===== src/shared/scg_pkg.sv =====
// Constants shared by the clock gating block: register map, bit positions, reset values
`default_nettype none

package scg_pkg;

    // ****************************************
    // Bus widths
    // ****************************************
    localparam int unsigned DATA_W = 32;
    localparam int unsigned ADDR_W = 8;

    // ****************************************
    // Register offsets
    // ****************************************
    localparam logic [7:0] OFF_SYS_EN    = 8'h00;
    localparam logic [7:0] OFF_SYS_DIS   = 8'h04;
    localparam logic [7:0] OFF_SYS_STAT  = 8'h08;
    localparam logic [7:0] OFF_PER_EN    = 8'h10;
    localparam logic [7:0] OFF_PER_DIS   = 8'h14;
    localparam logic [7:0] OFF_PER_STAT  = 8'h18;
    localparam logic [7:0] OFF_OSC_CTRL  = 8'h20;
    localparam logic [7:0] OFF_MAIN_FREQ = 8'h24;
    localparam logic [7:0] OFF_PLL_A     = 8'h28;
    localparam logic [7:0] OFF_PLL_B     = 8'h2C;
    localparam logic [7:0] OFF_MCK_CFG   = 8'h30;
    localparam logic [7:0] OFF_PROG0_CFG = 8'h40;
    localparam logic [7:0] OFF_PROG1_CFG = 8'h44;
    localparam logic [7:0] OFF_IRQ_EN    = 8'h60;
    localparam logic [7:0] OFF_IRQ_DIS   = 8'h64;
    localparam logic [7:0] OFF_PWR_STAT  = 8'h68;
    localparam logic [7:0] OFF_IRQ_MASK  = 8'h6C;
    localparam logic [7:0] OFF_PUMP_CUR  = 8'h80;

    // ****************************************
    // System clock register bit positions
    // ****************************************
    localparam int unsigned PROCESSOR_CLOCK_BIT = 0;
    localparam int unsigned ALWAYS_ON_BIT       = 1;
    localparam int unsigned USB_HOST_CLOCK_BIT  = 6;
    localparam int unsigned USB_DEV_CLOCK_BIT   = 7;
    localparam int unsigned PROG_OUTPUT_0_BIT   = 8;
    localparam int unsigned PROG_OUTPUT_1_BIT   = 9;

    // ****************************************
    // Reset values
    // ****************************************
    localparam logic [31:0] RST_SYS_STAT  = 32'h0000_0003;
    localparam logic [31:0] RST_PER_STAT  = 32'h0000_0000;
    localparam logic [31:0] RST_OSC_CTRL  = 32'h0000_0000;
    localparam logic [31:0] RST_MAIN_FREQ = 32'h0000_0000;
    localparam logic [31:0] RST_PLL       = 32'h0000_3F00;
    localparam logic [31:0] RST_MCK_CFG   = 32'h0000_0000;
    localparam logic [31:0] RST_PROG_CFG  = 32'h0000_0000;
    localparam logic [31:0] RST_PWR_STAT  = 32'h0000_0008;
    localparam logic [31:0] RST_IRQ_MASK  = 32'h0000_0000;

    // ****************************************
    // Peripheral identifiers and gated channels
    // ****************************************
    localparam logic [31:0] PER_ID_MASK   = 32'hFFFF_FFFC;
    localparam int unsigned GATE_N        = 5;
    localparam int unsigned GATE_HOST_12  = 0;
    localparam int unsigned GATE_HOST_48  = 1;
    localparam int unsigned GATE_DEV_48   = 2;
    localparam int unsigned GATE_PROG_0   = 3;
    localparam int unsigned GATE_PROG_1   = 4;

    // ****************************************
    // AHB encodings
    // ****************************************
    localparam logic [2:0]  HSIZE_WORD    = 3'h2;
    localparam logic        HRESP_OKAY    = 1'h0;

endpackage : scg_pkg

`default_nettype wire

===== src/hw/scg_clock_gate.sv =====
// Glitch-free gate for one clock arriving from outside the system clock domain
`default_nettype none

module scg_clock_gate (
    // Clock and reset
    input  wire logic clk,
    input  wire logic rst_b,
    // Source clock and control
    input  wire logic src_clk,
    input  wire logic gate_en,
    // Gated clock
    output var  logic gated_clk
);

    // ****************************************
    // State
    // ****************************************
    typedef struct packed {
        logic sync1;
        logic sync2;
        logic en;
        logic out;
    } scg_gate_state_t;

    scg_gate_state_t st_ff;
    scg_gate_state_t nxt_st;

    // ****************************************
    // Next state
    // ****************************************
    always_comb begin
        nxt_st       = st_ff;
        nxt_st.sync1 = src_clk;
        nxt_st.sync2 = st_ff.sync1;
        if (!st_ff.sync2) begin
            nxt_st.en = gate_en; // RQ19
        end
        nxt_st.out   = st_ff.sync2 & st_ff.en; // RQ19
    end

    always_ff @(posedge clk or negedge rst_b) begin
        if (!rst_b) begin
            st_ff <= '0;
        end else begin
            st_ff <= nxt_st;
        end
    end

    assign gated_clk = st_ff.out;

endmodule // scg_clock_gate

`default_nettype wire


===== src/hw/scg_top.sv =====
// Clock gating controller with AHB-Lite register file of the power manager
//
// Operation
// RQ1: A one in the host-port bit of the enable register turns host clocks on.
// RQ2: A one in the device-port bit of the enable register turns device clock on.
// RQ3: A one in a programmable-output enable bit enables that output.
// RQ4: A one in bit 0 of the disable register stops the processor clock.
// RQ5: A one in the host-port disable bit turns host clocks off.
// RQ6: A one in the device-port disable bit turns the device clock off.
// RQ7: A one in a programmable-output disable bit disables that output.
// RQ8: System status bit 0 shows whether the processor clock runs.
// RQ9: System status host-port bit shows whether host clocks are enabled.
// RQ10: System status device-port bit shows whether device clock is enabled.
// RQ11: System status programmable bits show which outputs are enabled.
// RQ12: Ones in peripheral enable bits 2 to 31 enable those clocks.
// RQ13: Ones in peripheral disable bits 2 to 31 stop those clocks.
// RQ14: Bits of unimplemented peripheral identifiers change nothing.
// RQ15: System status reads 0x03 after reset.
// RQ16: Peripheral status reads zero after reset.
// RQ17: Peripheral status bits show which peripheral clocks are enabled.
// RQ18: Write-only registers and reserved bits read zero; reserved bits ignore writes.
// RQ19: Gated clocks start and stop only during a low source phase.
`default_nettype none

module scg_top #(
    parameter logic [31:0] PER_IMPL = scg_pkg::PER_ID_MASK
) (
    // Clock and reset
    input  wire logic                        clk,
    input  wire logic                        rst_b,
    // AHB-Lite slave
    input  wire logic                        hsel,
    input  wire logic [scg_pkg::ADDR_W-1:0]  haddr,
    input  wire logic [1:0]                  htrans,
    input  wire logic                        hwrite,
    input  wire logic [2:0]                  hsize,
    input  wire logic [scg_pkg::DATA_W-1:0]  hwdata,
    input  wire logic                        hready,
    output var  logic                        hreadyout,
    output var  logic                        hresp,
    output var  logic [scg_pkg::DATA_W-1:0]  hrdata,
    // Processor wake request
    input  wire logic                        wake_req,
    // Source clocks
    input  wire logic                        usb_12_src_clk,
    input  wire logic                        usb_48_src_clk,
    input  wire logic                        prog_0_src_clk,
    input  wire logic                        prog_1_src_clk,
    // Gated clocks and enables
    output var  logic                        proc_clk_en,
    output logic      [scg_pkg::GATE_N-1:0]  usb_prog_gated_clk,
    output var  logic [31:0]                 periph_clk_en
);

    import scg_pkg::*;

    // ****************************************
    // State
    // ****************************************
    typedef struct packed {
        // Bus pipeline
        logic        wr_pend;
        logic        rd_pend;
        logic [7:0]  addr;
        logic        ready;
        logic [31:0] rdata;
        // Clock enables
        logic        proc_on;
        logic        host_on;
        logic        dev_on;
        logic [1:0]  prog_on;
        logic [31:0] periph_on;
        // Configuration storage
        logic [31:0] osc_ctrl;
        logic [31:0] pll_a;
        logic [31:0] pll_b;
        logic [31:0] mck_cfg;
        logic [31:0] prog0_cfg;
        logic [31:0] prog1_cfg;
    } scg_state_t;

    scg_state_t  st_ff;
    scg_state_t  nxt_st;
    logic [31:0] sys_status;
    logic [31:0] rd_value;
    logic        addr_take;
    logic [4:0]  gate_en;
    logic [4:0]  gate_src;

    // ****************************************
    // System status word
    // ****************************************
    always_comb begin
        sys_status                      = '0; // RQ18
        sys_status[PROCESSOR_CLOCK_BIT] = st_ff.proc_on; // RQ8
        sys_status[ALWAYS_ON_BIT]       = 1'b1; // RQ15
        sys_status[USB_HOST_CLOCK_BIT]  = st_ff.host_on; // RQ9
        sys_status[USB_DEV_CLOCK_BIT]   = st_ff.dev_on; // RQ10
        sys_status[PROG_OUTPUT_0_BIT]   = st_ff.prog_on[0]; // RQ11
        sys_status[PROG_OUTPUT_1_BIT]   = st_ff.prog_on[1]; // RQ11
    end

    // ****************************************
    // Read multiplexer
    // ****************************************
    always_comb begin
        case (st_ff.addr)
            OFF_SYS_STAT: begin
                rd_value = sys_status;
            end
            OFF_PER_STAT: begin
                rd_value = st_ff.periph_on; // RQ17
            end
            OFF_OSC_CTRL: begin
                rd_value = st_ff.osc_ctrl;
            end
            OFF_MAIN_FREQ: begin
                rd_value = RST_MAIN_FREQ;
            end
            OFF_PLL_A: begin
                rd_value = st_ff.pll_a;
            end
            OFF_PLL_B: begin
                rd_value = st_ff.pll_b;
            end
            OFF_MCK_CFG: begin
                rd_value = st_ff.mck_cfg;
            end
            OFF_PROG0_CFG: begin
                rd_value = st_ff.prog0_cfg;
            end
            OFF_PROG1_CFG: begin
                rd_value = st_ff.prog1_cfg;
            end
            OFF_PWR_STAT: begin
                rd_value = RST_PWR_STAT;
            end
            OFF_IRQ_MASK: begin
                rd_value = RST_IRQ_MASK;
            end
            default: begin
                rd_value = '0; // RQ18
            end
        endcase
    end

    // ****************************************
    // Bus and register next state
    // ****************************************
    assign addr_take = hsel & htrans[1] & hready;

    always_comb begin
        nxt_st         = st_ff;
        nxt_st.wr_pend = 1'b0;
        nxt_st.rd_pend = 1'b0;
        nxt_st.ready   = 1'b1;
        // Register writes in the data phase
        if (st_ff.wr_pend) begin
            case (st_ff.addr)
                OFF_SYS_EN: begin
                    if (hwdata[USB_HOST_CLOCK_BIT]) begin
                        nxt_st.host_on = 1'b1; // RQ1
                    end
                    if (hwdata[USB_DEV_CLOCK_BIT]) begin
                        nxt_st.dev_on = 1'b1; // RQ2
                    end
                    if (hwdata[PROG_OUTPUT_0_BIT]) begin
                        nxt_st.prog_on[0] = 1'b1; // RQ3
                    end
                    if (hwdata[PROG_OUTPUT_1_BIT]) begin
                        nxt_st.prog_on[1] = 1'b1; // RQ3
                    end
                end
                OFF_SYS_DIS: begin
                    if (hwdata[PROCESSOR_CLOCK_BIT]) begin
                        nxt_st.proc_on = 1'b0; // RQ4
                    end
                    if (hwdata[USB_HOST_CLOCK_BIT]) begin
                        nxt_st.host_on = 1'b0; // RQ5
                    end
                    if (hwdata[USB_DEV_CLOCK_BIT]) begin
                        nxt_st.dev_on = 1'b0; // RQ6
                    end
                    if (hwdata[PROG_OUTPUT_0_BIT]) begin
                        nxt_st.prog_on[0] = 1'b0; // RQ7
                    end
                    if (hwdata[PROG_OUTPUT_1_BIT]) begin
                        nxt_st.prog_on[1] = 1'b0; // RQ7
                    end
                end
                OFF_PER_EN: begin
                    nxt_st.periph_on = st_ff.periph_on | (hwdata & PER_IMPL); // RQ12 RQ14
                end
                OFF_PER_DIS: begin
                    nxt_st.periph_on = st_ff.periph_on & ~(hwdata & PER_IMPL); // RQ13 RQ14
                end
                OFF_OSC_CTRL: begin
                    nxt_st.osc_ctrl = hwdata;
                end
                OFF_PLL_A: begin
                    nxt_st.pll_a = hwdata;
                end
                OFF_PLL_B: begin
                    nxt_st.pll_b = hwdata;
                end
                OFF_MCK_CFG: begin
                    nxt_st.mck_cfg = hwdata;
                end
                OFF_PROG0_CFG: begin
                    nxt_st.prog0_cfg = hwdata;
                end
                OFF_PROG1_CFG: begin
                    nxt_st.prog1_cfg = hwdata;
                end
                default: begin
                    nxt_st.addr = st_ff.addr;
                end
            endcase
        end
        // Processor wake outranks nothing but a stop in the same cycle
        if (wake_req) begin
            nxt_st.proc_on = 1'b1;
        end
        // Read data captured one cycle into the data phase
        if (st_ff.rd_pend) begin
            nxt_st.rdata = rd_value;
        end
        // New address phase
        if (addr_take) begin
            nxt_st.addr    = {haddr[7:2], 2'b00};
            nxt_st.wr_pend = hwrite & (hsize == HSIZE_WORD);
            nxt_st.rd_pend = ~hwrite;
            nxt_st.ready   = hwrite;
        end
    end

    always_ff @(posedge clk or negedge rst_b) begin
        if (!rst_b) begin
            st_ff           <= '0;
            st_ff.ready     <= 1'b1;
            st_ff.proc_on   <= RST_SYS_STAT[PROCESSOR_CLOCK_BIT]; // RQ15
            st_ff.periph_on <= RST_PER_STAT; // RQ16
            st_ff.osc_ctrl  <= RST_OSC_CTRL;
            st_ff.pll_a     <= RST_PLL;
            st_ff.pll_b     <= RST_PLL;
            st_ff.mck_cfg   <= RST_MCK_CFG;
            st_ff.prog0_cfg <= RST_PROG_CFG;
            st_ff.prog1_cfg <= RST_PROG_CFG;
        end else begin
            st_ff <= nxt_st;
        end
    end

    // ****************************************
    // Gated clocks
    // ****************************************
    always_comb begin
        gate_en               = '0;
        gate_src              = '0;
        gate_en[GATE_HOST_12] = st_ff.host_on;
        gate_en[GATE_HOST_48] = st_ff.host_on;
        gate_en[GATE_DEV_48]  = st_ff.dev_on;
        gate_en[GATE_PROG_0]  = st_ff.prog_on[0];
        gate_en[GATE_PROG_1]  = st_ff.prog_on[1];
        gate_src[GATE_HOST_12] = usb_12_src_clk;
        gate_src[GATE_HOST_48] = usb_48_src_clk;
        gate_src[GATE_DEV_48]  = usb_48_src_clk;
        gate_src[GATE_PROG_0]  = prog_0_src_clk;
        gate_src[GATE_PROG_1]  = prog_1_src_clk;
    end

    for (genvar g = 0; g < GATE_N; g++) begin : g_gate
        scg_clock_gate u_gate (
            .clk       (clk),
            .rst_b     (rst_b),
            .src_clk   (gate_src[g]),
            .gate_en   (gate_en[g]),
            .gated_clk (usb_prog_gated_clk[g])
        ); // RQ19
    end

    // ****************************************
    // Outputs
    // ****************************************
    assign hreadyout     = st_ff.ready;
    assign hresp         = HRESP_OKAY;
    assign hrdata        = st_ff.rdata;
    assign proc_clk_en   = st_ff.proc_on;
    assign periph_clk_en = st_ff.periph_on;

endmodule // scg_top

`default_nettype wire


===== config.mk =====
export PLATFORM = sky130hd
export DESIGN_NAME = scg_top
export DESIGN_NICKNAME = d
export VERILOG_FILES = /design/src/shared/scg_pkg.sv /design/src/hw/scg_clock_gate.sv /design/src/hw/scg_top.sv
export SDC_FILE = /design/constraint.sdc
export NUM_CORES = 1
export LEC_CHECK = 0
export ABC_AREA = 1
export BUFFER_PORTS_ARGS = -buffer_cell sky130_fd_sc_hd__clkbuf_2
export CORE_AREA = 2 2 167 169
export DETAILED_ROUTE_END_ITERATION = 8
export DIE_AREA = 0 0 169 171
export PLACE_DENSITY = 0.76
export SKIP_CTS_REPAIR_TIMING = 1
export SKIP_LAST_GASP = 1
export SLEW_MARGIN = 10
export SYNTH_ARGS = -nofsm -noshare
export SYNTH_HDL_FRONTEND = slang
export SYNTH_HIERARCHICAL = 1
export SYNTH_SLANG_ARGS = --single-unit
export TNS_END_PERCENT = 20

===== constraint.sdc =====
create_clock -name clk -period 2.2 [get_ports clk]
set_clock_uncertainty 0.15 [all_clocks]
set_input_delay 0.11 -clock clk [delete_from_list [all_inputs] [get_ports clk]]
set_output_delay 0.11 -clock clk [all_outputs]
set_load 0.03 [all_outputs]

Word-level counts from Yosys, hierarchy flattened. Index checks and enable logic that the tools add are counted.

Register bits: 288. Input bits: 55. Output and inout port bits: 72. Logic and storage cells: 108.

Equality and inequality tests: 21. Multiplexer cells: 22. Bitwise gates (word level): 12. Reductions and logical operators: 18.

Operator list (count): $pmux 32 s9 (1); $mux 229 (1); $mux 32 (6); $pmux 32 s2 (1); $and 32x32->32 (1); $not 32->32 (1); $or 32x32->32 (1); $eq 6x4->1 const B (4); $eq 6x3->1 const B (3); $eq 6x5->1 const B (3); $ne 2x2->1 const B (8); $reduce_and 4->1 (4); $reduce_and 2->1 (7); $mux 1 (11); $mux 11 (1); $reduce_bool 2->1 (5); $and 1x1->1 (8); $logic_not 8->1 (1); $pmux 4 s2 (1); $eq 6x1->1 const B (1); $eq 6x2->1 const B (1); $eq 3x2->1 const B (1); $reduce_and 3->1 (1); $not 1->1 (1).

Logic depth before layout (Yosys ltp). Gate-level depths: netlist of the first run.

Word-level depth: 5. Depth in mapped cells: 11.

Modules after synthesis. Netlist of the first run, hierarchy kept.

By module, submodules not included: scg_top (instances 1, cells each 1594, area each 12700.9 µm², seq. area each 6723.9 µm²); scg_clock_gate (instances 5, cells each 9, area each 118.9 µm², seq. area each 100.1 µm²).

Least setup slack after synthesis of the first run. OpenSTA, ideal clock, no wires.

Path type: reg-to-reg. From: register st_ff[269] (netlist name). To: register st_ff[78] (netlist name). Setup time: 0.131 ns. Arrival time: 1.337 ns. Data required time: 1.919 ns. Setup slack: 0.582 ns. Stages on the path, launching flop included: 7. Buffers on the path: 2. Clock period less this slack: 1.618 ns. Cells stage by stage: dfrtp_1 nor2_2 buf_4 nand3_2 clkbuf_1 nand2_1 o21ai_0.

Cells in the longest elaborated chain, start to end: 2.

RTL lines: start, declared (line scg_top.sv:82) `scg_state_t st_ff;`; start signal, assigned (line scg_top.sv:250) `st_ff <= nxt_st;`; $eq 6x4->1 (line scg_top.sv:159) `case (st_ff.addr)`; $reduce_and 2->1 (no source line).

Every way passes these cells. A chain may end at the register's enable or synchronous reset.

Final worst setup path of the first run.
From: register st_ff[267] (netlist name). To: register st_ff[18] (netlist name).

Cells in the longest elaborated chain, start to end: 2.

RTL lines (line): $eq 6x5->1 (scg_top.sv:159); $reduce_and 2->1 (no source line).

Every way passes these cells.

==> results.md, run 1 <==
- Status: finished clean
- Worst Hold End: st_ff[268]$_DFFE_PN0P_
- Final worst path period need: 2.06 ns
- Critical path type: reg -> reg
- WL/cell: 16.9 microns
- FF+latch count, synth: 288
- Mapped Avg Cell Area: 8.11 sq um
- Yosys top cell by area: dfrtp_1
- Cts bufs inserted: 29
- Int Power: 8.90 mW
- Post-DP HPWL: 21200 microns
- Vias per inst: 5.38
- CTS H-tree depth: 1
- DR DRC count: 0
- CTS max path bufs: 3
- Initial Utilization: 0.487
- Via count: 11300
- Slowest stage delay, CP: 0.44 ns
- Yosys warnings: 6
- Grt met1 use: 0.331
- Worst r2r dst: st_ff[18]$_DFFE_PN0P_
- Register area share after synthesis: 0.543
- Die area: 28900 sq um
- GRT Total Usage: 0.244
- Die W: 169 microns
- Mapped Area: 13300 sq um
- Initial antenna violation count: 0
- Max Freq: 0.486 GHz
- Instance count on the critical path: 7
- CP required: 2.43 ns
- Worst-Margin Slew: 0.675 ns
- # fillers: 2418
- RSZ-0062 raised after global routing: false
- Crit path max-delay family: simple AND/OR/NAND/NOR gates
- Sw Share: 0.264
- CTS tree: built
- Share of layout cells above drive strength 1: 0.142
- Routing usage on met2: 0.416
- 1st-iter DRT viols: 1208
- Tcrit/Tclk final: 0.936
- Fin Setup TNS: 0 ns
- Largest net degree at the start of global routing: 91
- Grt ovf: 0
- Pleak: 8.45 nW
- # IOs: 127
- PD cells: 783 nW/um^2
- Critical path, cell by cell: inv_1 > nand2_1 > nor2_2 > nand3_2 > buf_4 > nand2_1 > o21ai_0
- First-pass DRT Iterations: 6
- Multi-input combinational cell area: 4770 sq um
- Maxcap violations: 0
- Hold_sp: htrans[1]
- Core box area: 27300 sq um
- Antenna diode count: 0
- IO buf count: 120
- R2R setup slack: 0.14 ns
- Setup Slack @ Placement: 0.0241 ns
- CP Launch Type: flip-flop
- Logic pwr share: 0.116
- Worst Path Arrival: 2.28 ns
- Worst-path clk slew: 0.07 ns
- Area Overhead vs Synth: 16.3%
- DIE HEIGHT: 171 microns
- Worst Setup End Kind: flip-flop
- Total power: 12.1 mW
- Worst path slowest cell: dfrtp_1
- Worst reg-to-reg path cell count: 7
- Top-area cell type share of the netlist area: 0.516
- Global-route wire length before repair: 56400 microns
- Gpl congestion: 0.865
- Hold crit path type: in -> reg
- Sw Pwr: 3.20 mW
- Worst r2r src: st_ff[267]$_DFFE_PN0P_
- Synth Instances: 1639
- M3 GR Usage: 0.0370
- Netlist cell types: 24
- Final Hold Viols: 0
- Peak VDD IR: 0.511 mV
- Root Buffer: clkbuf_16
- Crit Path Max Fanout: 64
- Gr busiest metal: met2
- Rows: 61
- Crit path buf inv count: 2
- Post-route worst setup slack: 0.141 ns
- Most frequent CP cell: nand2_1
- CTS sink cnt: 288
- Max-slew violations: 0
- Vias in the first global route: 10600
- WL final: 35500 microns
- Clock latency on the worst-skew pair: 0.54 ns
- # nets final: 1783
- Hold path cells: 3
- Final Setup Violations: 0
- Clk pwr share: 0.425
- Antenna Nets Post-Route: 0
- Sequential power share: 0.458
- Slew headroom: 0.550
- Top post-synthesis cells by area: dfrtp_1 52%, nand2_1 14%, o21ai_0 7.8%, nand3_1 5.3%, buf_4 4.2%
- Sequential cell area: 7220 sq um
-- cell families after synthesis --
group	Yosys count	synth area share
AOI/OAI and AO/OA	235	0.0887
buffers and inverters	273	0.101
and+or+nand+nor	842	0.267
other	1	0.000282
DFF	288	0.543
-- power groups by stage --
stage,logic (mW),clock network [mW],registers [mW]
detailed placement,1.33,0,5.64
finish,1.41,5.14,5.55
floorplan,0.845,0,5.61
global placement,1.31,0,5.64
global route,1.52,5.44,5.56
CTS,1.33,5.22,5.55
-- worst reg2reg max path, stage by stage, from the launching register on --
cell,delay (ns)
dfrtp_1,0.44
inv_1,0.15
nand2_1,0.10
nor2_2,0.35
nand3_2,0.09
buf_4,0.33
nand2_1,0.19
o21ai_0,0.10
-- worst max path at each step --
| stage | to | slack [ns] | from |
|---|---|---|---|
| floorplan | st_ff[78]$_DFFE_PN0P_ | 0.58 | st_ff[269]$_DFFE_PN0P_ |
| global placement | hrdata[17]$_DFFE_PN0P_ | 0.07 | st_ff[269]$_DFFE_PN0P_ |
| detailed placement | flip-flop | 0.02 | st_ff[267]$_DFFE_PN0P_ |
| CTS | flip-flop | 0.006 | st_ff[267]$_DFFE_PN0P_ |
| global route | hrdata[12]$_DFFE_PN0P_ | 0.04 | st_ff[266]$_DFFE_PN0P_ |
| finish | st_ff[18]$_DFFE_PN0P_ | 0.14 | st_ff[267]$_DFFE_PN0P_ |
-- layout make-up --
type / instances / share of cell area
Inverter: 114 / 0.0277
Sequential cell: 288 / 0.467
Clock buffer: 40 / 0.0529
Tap cell: 346 / 0.0280
Multi-Input combinational cell: 1080 / 0.309
Timing Repair Buffer: 215 / 0.103
Clock inverter: 13 / 0.0121
-- metal layers --
metal  part of all wire  routed length [microns]
met4              0.023                      808
met5                  0                        0
met3              0.075                     2680
met2               0.48                    17000
met1               0.42                    15000
-- cells in the mapped netlist (all sizes together) --
cell and instances:
nand2 501, nor4 1, a31oi 2, nand4 50
conb 1, nand3 147, inv 114, o21ai 223
a21oi 10, nor2 143, clkbuf 51, buf 108
dfrtp 274, dfstp 14
-- metrics by stage --
stage,util,hold slack (ns),instance area [sq um],cells
after global placement,0.510,-0.0550,13900,1993
after floorplan,-,-0.336,13300,1641
final,0.566,0.0515,15500,2096
after global routing,0.566,0.0683,15500,2096
after detailed placement,0.510,-0.0542,13900,1993
after CTS,0.547,-0.628,14900,2046
-- placed cells by master (no fill, tap or decap), drive strengths merged, types with 2 or more instances in the layout --
cell,instances
nand2,501
dfrtp,274
o21ai,223
clkbuf,159
nand3,147
nor2,143
inv,116
nand4,50
dlygate4sd3,50
buf,46
dfstp,14
a21oi,10
bufinv,4
clkinvlp,4
conb,3
clkinv,3
a31oi,2
(Power assumes the default switching activity.)
==> run 2, diff against run 1 <==
--- a/config.mk
+++ b/config.mk
@@ -6,8 +6,9 @@
 export NUM_CORES = 1
 export LEC_CHECK = 0
 export ABC_AREA = 1
-export BUFFER_PORTS_ARGS = -buffer_cell sky130_fd_sc_hd__clkbuf_2
+export BUFFER_PORTS_ARGS = -buffer_cell sky130_fd_sc_hd__buf_4
 export CORE_AREA = 2 2 167 169
+export CTS_CLUSTER_DIAMETER = 120
 export DETAILED_ROUTE_END_ITERATION = 8
 export DIE_AREA = 0 0 169 171
 export PLACE_DENSITY = 0.76
==> run 2 against run 1 <==
  * First-iteration DRC count rose by 6.6%
  * Cell area rose by 2.7%
  * Setup slack improved by 0.050 ns
  * Largest cell class unchanged
  * Largest power group unchanged
==> results.md, run 2 (synthesis results as in run 1) <==
- Worst Setup End Kind: flip-flop
- Int Power: 9.32 mW
- Sw Share: 0.257
- Largest net degree at the start of global routing: 73
- Most frequent CP cell: nand2_1
- Final worst path period need: 2.01 ns
- Sw Pwr: 3.22 mW
- Logic pwr share: 0.121
- Most frequent cells in the layout: 500 x nand2_1, 274 x dfrtp_1, 208 x o21ai_0, 143 x buf_4, 142 x nand3_1
- Max-slew violations: 0
- Max Freq: 0.498 GHz
- Most common cell after layout, fill and taps aside: nand2_1
- CTS max path bufs: 3
- Core box area: 27300 sq um
- Clock latency on the worst-skew pair: 0.56 ns
- Tcrit/Tclk final: 0.914
- Global-route wire length before repair: 57200 microns
- Initial Utilization: 0.487
- RSZ-0062 raised after global routing: false
- Grt ovf: 0
- CTS H-tree depth: 1
- Share of layout cells above drive strength 1: 0.141
- Cts bufs inserted: 30
- Slew headroom: 0.656
- # IOs: 127
- Critical path, cell by cell: inv_2 > nand2_1 > nor2_2 > buf_12 > nand3_2 > buf_4 > nand2_1 > o21ai_0
- Worst Path Arrival: 2.27 ns
- PD cells: 790 nW/um^2
- Rows: 61
- Sequential power share: 0.442
- Worst-path clk slew: 0.06 ns
- CP Launch Type: flip-flop
- GRT Total Usage: 0.249
- DIE HEIGHT: 171 microns
- IO buf count: 120
- Post-DP HPWL: 21300 microns
- Status: finished clean
- Clk pwr share: 0.437
- Initial antenna violation count: 0
- First-pass DRT Iterations: 5
- 1st-iter DRT viols: 1288
- Worst reg-to-reg path cell count: 8
- Pleak: 8.59 nW
- Worst path slowest cell: dfrtp_1
- Fin Setup TNS: 0 ns
- Antenna diode count: 0
- Root Buffer: clkbuf_16
- Die W: 169 microns
- Area Overhead vs Synth: 19.5%
- Via count: 11500
- Hold crit path type: in -> reg
- Vias per inst: 5.49
- Final Setup Violations: 0
- DR DRC count: 0
- WL final: 36300 microns
- Maxcap violations: 0
- Slowest stage delay, CP: 0.47 ns
- WL/cell: 17.3 microns
- Antenna Nets Post-Route: 0
- Hold WS: 0.0341 ns
- CP required: 2.46 ns
- CTS sink cnt: 288
- # nets final: 1781
- Peak VDD IR: 0.513 mV
- Final Hold Viols: 0
- Critical path type: reg -> reg
- CTS tree: built
- Gpl congestion: 0.813
- Vias in the first global route: 10800
- Crit Path Max Fanout: 48
- Die area: 28900 sq um
- Worst-Margin Slew: 0.514 ns
- Hold path cells: 3
==> run 2: cell count changes in the layout (fill, tap and decap cells not counted), moves of 4 or more <==
cell	delta
clkbuf_2	-119
buf_4	+110
buf_12	+7
clkinv_2	+6
clkinvlp_4	-4
==> run 2: final timing paths <==
path                                                      startpoint                                   end  slack (ns)
worst max-delay path                          st_ff[266]$_DFFE_PN0P_                 st_ff[96]$_DFFE_PN0P_        0.19
worst min-delay path                                          hready                  st_ff[270]$_DFF_PN0_        0.03
worst max register to register                st_ff[266]$_DFFE_PN0P_                 st_ff[96]$_DFFE_PN0P_        0.19
worst min register to register  g_gate[0].u_gate/nxt_st[2]$_DFF_PN0_   g_gate[0].u_gate/st_ff[2]$_DFF_PN0_        0.20
max in group asynchronous                                      rst_b                st_ff[108]$_DFFE_PN1P_        0.66
min in group asynchronous                                      rst_b  g_gate[0].u_gate/gated_clk$_DFF_PN0_        0.45
==> run 2: final cells by class <==
cell class                      instances  area, sq um
Clock buffer                           42          857
Clock inverter                         14          220
Fill cell                            2381        11400
Inverter                              114          428
Multi-Input combinational cell       1080         4760
Sequential cell                       288         7220
Tap cell                              346          433
Timing Repair Buffer                  212         1960
==> run 2: power groups by stage <==
stage | Clock [mW] | Combinational [mW] | Sequential, mW
final | 5.48 | 1.52 | 5.55
after global routing | 5.78 | 1.62 | 5.56
after global placement | 0 | 1.42 | 5.63
after floorplan | 0 | 0.845 | 5.61
after detailed placement | 0 | 1.43 | 5.64
after CTS | 5.55 | 1.44 | 5.55
==> run 2: stage by stage <==
step                 util  cells  instance area [sq um]  power, mW  setup WS, ns
finish              0.581   2096                  15900       12.5         0.190
global route        0.581   2096                  15900       13.0        0.0740
CTS                 0.563   2047                  15400       12.5         0.221
detailed placement  0.524   1991                  14300       7.07         0.279
global placement    0.524   1991                  14300       7.05         0.343
floorplan               -   1641                  13300       6.46         0.582
==> run 2: worst max-delay path, delay by kind of cell (launching register included) <==
family | cells | cell delay [ns]
AO/OA/AOI/OAI | 1 | 0.10
buffers and inverters | 3 | 0.65
flip-flops | 1 | 0.47
AND/OR/NAND/NOR | 4 | 0.48
==> run 2: metal layers <==
| metal | vias up | part of all wire | global-route usage |
|---|---|---|---|
| met5 | - | 0 | 0 |
| met2 | 506 | 0.48 | 0.423 |
| met1 | 5541 | 0.41 | 0.333 |
| met3 | 80 | 0.077 | 0.0291 |
| met4 | 0 | 0.031 | 0.0881 |
| li1 | 5374 | - | - |
==> run 3, diff against run 2 <==
--- a/config.mk
+++ b/config.mk
@@ -6,12 +6,12 @@
 export NUM_CORES = 1
 export LEC_CHECK = 0
 export ABC_AREA = 1
-export BUFFER_PORTS_ARGS = -buffer_cell sky130_fd_sc_hd__buf_4
 export CORE_AREA = 2 2 167 169
 export CTS_CLUSTER_DIAMETER = 120
 export DETAILED_ROUTE_END_ITERATION = 8
 export DIE_AREA = 0 0 169 171
-export PLACE_DENSITY = 0.76
+export DONT_BUFFER_PORTS = 1
+export PLACE_DENSITY = 0.72
 export SKIP_CTS_REPAIR_TIMING = 1
 export SKIP_LAST_GASP = 1
 export SLEW_MARGIN = 10
==> run 3 against run 2 <==
  * The run now ends with hold timing left
  * Setup slack got worse by 0.019 ns
  * Utilization shrank 3.2 points
  * Via count fell by 5.0%
  * Non-clock buffer count is 114 lower
  * Cell area decreased by 5.6%
  * Global-route usage shrank 0.79 points
  * Register-to-register slack lost 0.02 ns
  * Largest cell class unchanged
  * Highest routed layer unchanged
==> results.md, run 3 (synthesis results as in run 1) <==
- Status: finished, violations left
- Failing checks: hold timing
- 1st-iter DRT viols: 1249
- Cts bufs inserted: 30
- Worst reg-to-reg path cell count: 9
- Vias in the first global route: 10200
- Crit path buf inv count: 1
- CP required: 2.55 ns
- Worst Path Arrival: 2.38 ns
- Max Freq: 0.493 GHz
- Worst-Margin Slew: 0.769 ns
- Slew headroom: 0.488
- Instance count on the critical path: 9
- GRT Total Usage: 0.241
- Rows: 61
- Global-route wire length before repair: 55300 microns
- Grt ovf: 0
- RSZ-0062 raised after global routing: false
- Post-DP HPWL: 20800 microns
- Most frequent cells in the layout: 499 x nand2_1, 274 x dfrtp_1, 208 x o21ai_0, 142 x nand3_1, 131 x nor2_1
- Most frequent CP cell: nand2_1
- Crit path max-delay family: simple AND/OR/NAND/NOR gates
- Worst Setup End Kind: flip-flop
- Share of layout cells above drive strength 1: 0.0770
- Largest net degree at the start of global routing: 289
- Die area: 28900 sq um
- Fin Setup TNS: 0 ns
- Maxcap violations: 0
- Die W: 169 microns
- DIE HEIGHT: 171 microns
- Worst-path clk slew: 0.06 ns
- Critical path, cell by cell: inv_2 > nand2_1 > nor2_2 > nand2_2 > nor2_1 > nor2_1 > nand2_1 > nand2_1 > nand2_1
- Max-slew violations: 0
- Pleak: 8.01 nW
- Initial Utilization: 0.487
- Worst r2r dst: hrdata[14]$_DFFE_PN0P_
- Post-route worst setup slack: 0.172 ns
- WL/cell: 17.7 microns
- Root Buffer: clkbuf_16
- Worst path slowest cell: dfrtp_1
- CTS H-tree depth: 1
- Gpl congestion: 0.919
- Initial antenna violation count: 1
- Crit Path Max Fanout: 9
- WL final: 35200 microns
- IO buf count: 0
- Final Setup Violations: 0
- # IOs: 127
- Most common cell after layout, fill and taps aside: nand2_1
- Core box area: 27300 sq um
- Final worst path period need: 2.03 ns
- Setup Slack @ Placement: 0.0227 ns
- CP Launch Type: flip-flop
- Hold crit path type: in -> async
- Critical path type: reg -> reg
- CTS sink cnt: 288
- Via count: 10900
- CTS tree: built
- Hold WS: -0.904 ns
- First-pass DRT Iterations: 5
- PD cells: 806 nW/um^2
- Tcrit/Tclk final: 0.922
- Peak VDD IR: 0.544 mV
- # nets final: 1667
- CTS max path bufs: 3
- DR DRC count: 0
- Slowest stage delay, CP: 0.43 ns
- Area Overhead vs Synth: 12.8%
- Vias per inst: 5.51
- R2R setup slack: 0.17 ns
- Worst r2r src: st_ff[269]$_DFFE_PN0P_
- Antenna Nets Post-Route: 0
- Final Hold Viols: 288
- Clock latency on the worst-skew pair: 0.57 ns
-- run 3: cell types whose count changed in the layout (fill, tap and decap cells not counted), moves of 2 or more --
cell and change:
dlygate4sd3_1 +11, clkinv_2 -2, clkbuf_1 -3, buf_4 -121, bufinv_16 -2, clkinvlp_4 +2, clkbuf_8 +3, buf_12 -3
-- run 3: where the power goes --
part | leakage (nW) | total [mW] | switching (mW) | internal (mW)
clock network | 0.521 | 5.35 | 2.13 | 3.22
logic | 4.59 | 1.01 | 0.702 | 0.313
registers | 2.90 | 5.73 | 0.296 | 5.44
-- run 3: final cells by class --
class	count	area, sq um
clock inverter	15	199
sequential	288	7220
timing repair buffer	98	1090
antenna	1	2.50
tap	346	433
clock buffer	41	862
fill	2470	12300
inverter	114	428
multi-input combinational	1080	4760
-- run 3: per-stage QoR --
step / instances / utilization / area, sq um / hold WS, ns / total power [mW]
2_1_floorplan: 1641 / - / 13300 / -0.336 / 6.46
3_3_place_gp: 1866 / 0.488 / 13300 / -0.328 / 6.73
3_5_place_dp: 1866 / 0.488 / 13300 / -0.328 / 6.74
4_1_cts: 1922 / 0.527 / 14400 / -0.921 / 12.1
5_1_grt: 1983 / 0.549 / 15000 / -0.920 / 12.5
6_report: 1983 / 0.549 / 15000 / -0.904 / 12.1
-- run 3: worst max path at each step --
stage,start,to
after global placement,st_ff[269]$_DFFE_PN0P_,hrdata[17]$_DFFE_PN0P_
after detailed placement,st_ff[269]$_DFFE_PN0P_,hrdata[17]$_DFFE_PN0P_
after floorplan,st_ff[269]$_DFFE_PN0P_,st_ff[78]$_DFFE_PN0P_
after CTS,st_ff[269]$_DFFE_PN0P_,hrdata[14]$_DFFE_PN0P_
after global routing,st_ff[265]$_DFFE_PN0P_,proc_clk_en$_DFFE_PN1P_
final,st_ff[269]$_DFFE_PN0P_,hrdata[14]$_DFFE_PN0P_
-- run 3: per-layer routing --
layer / vias up / global-route usage / routed length, microns
li1: 5141 / - / -
met1: 5327 / 0.319 / 14900
met2: 398 / 0.408 / 16900
met3: 61 / 0.0423 / 2380
met4: 0 / 0.0743 / 884
met5: - / 0 / 0
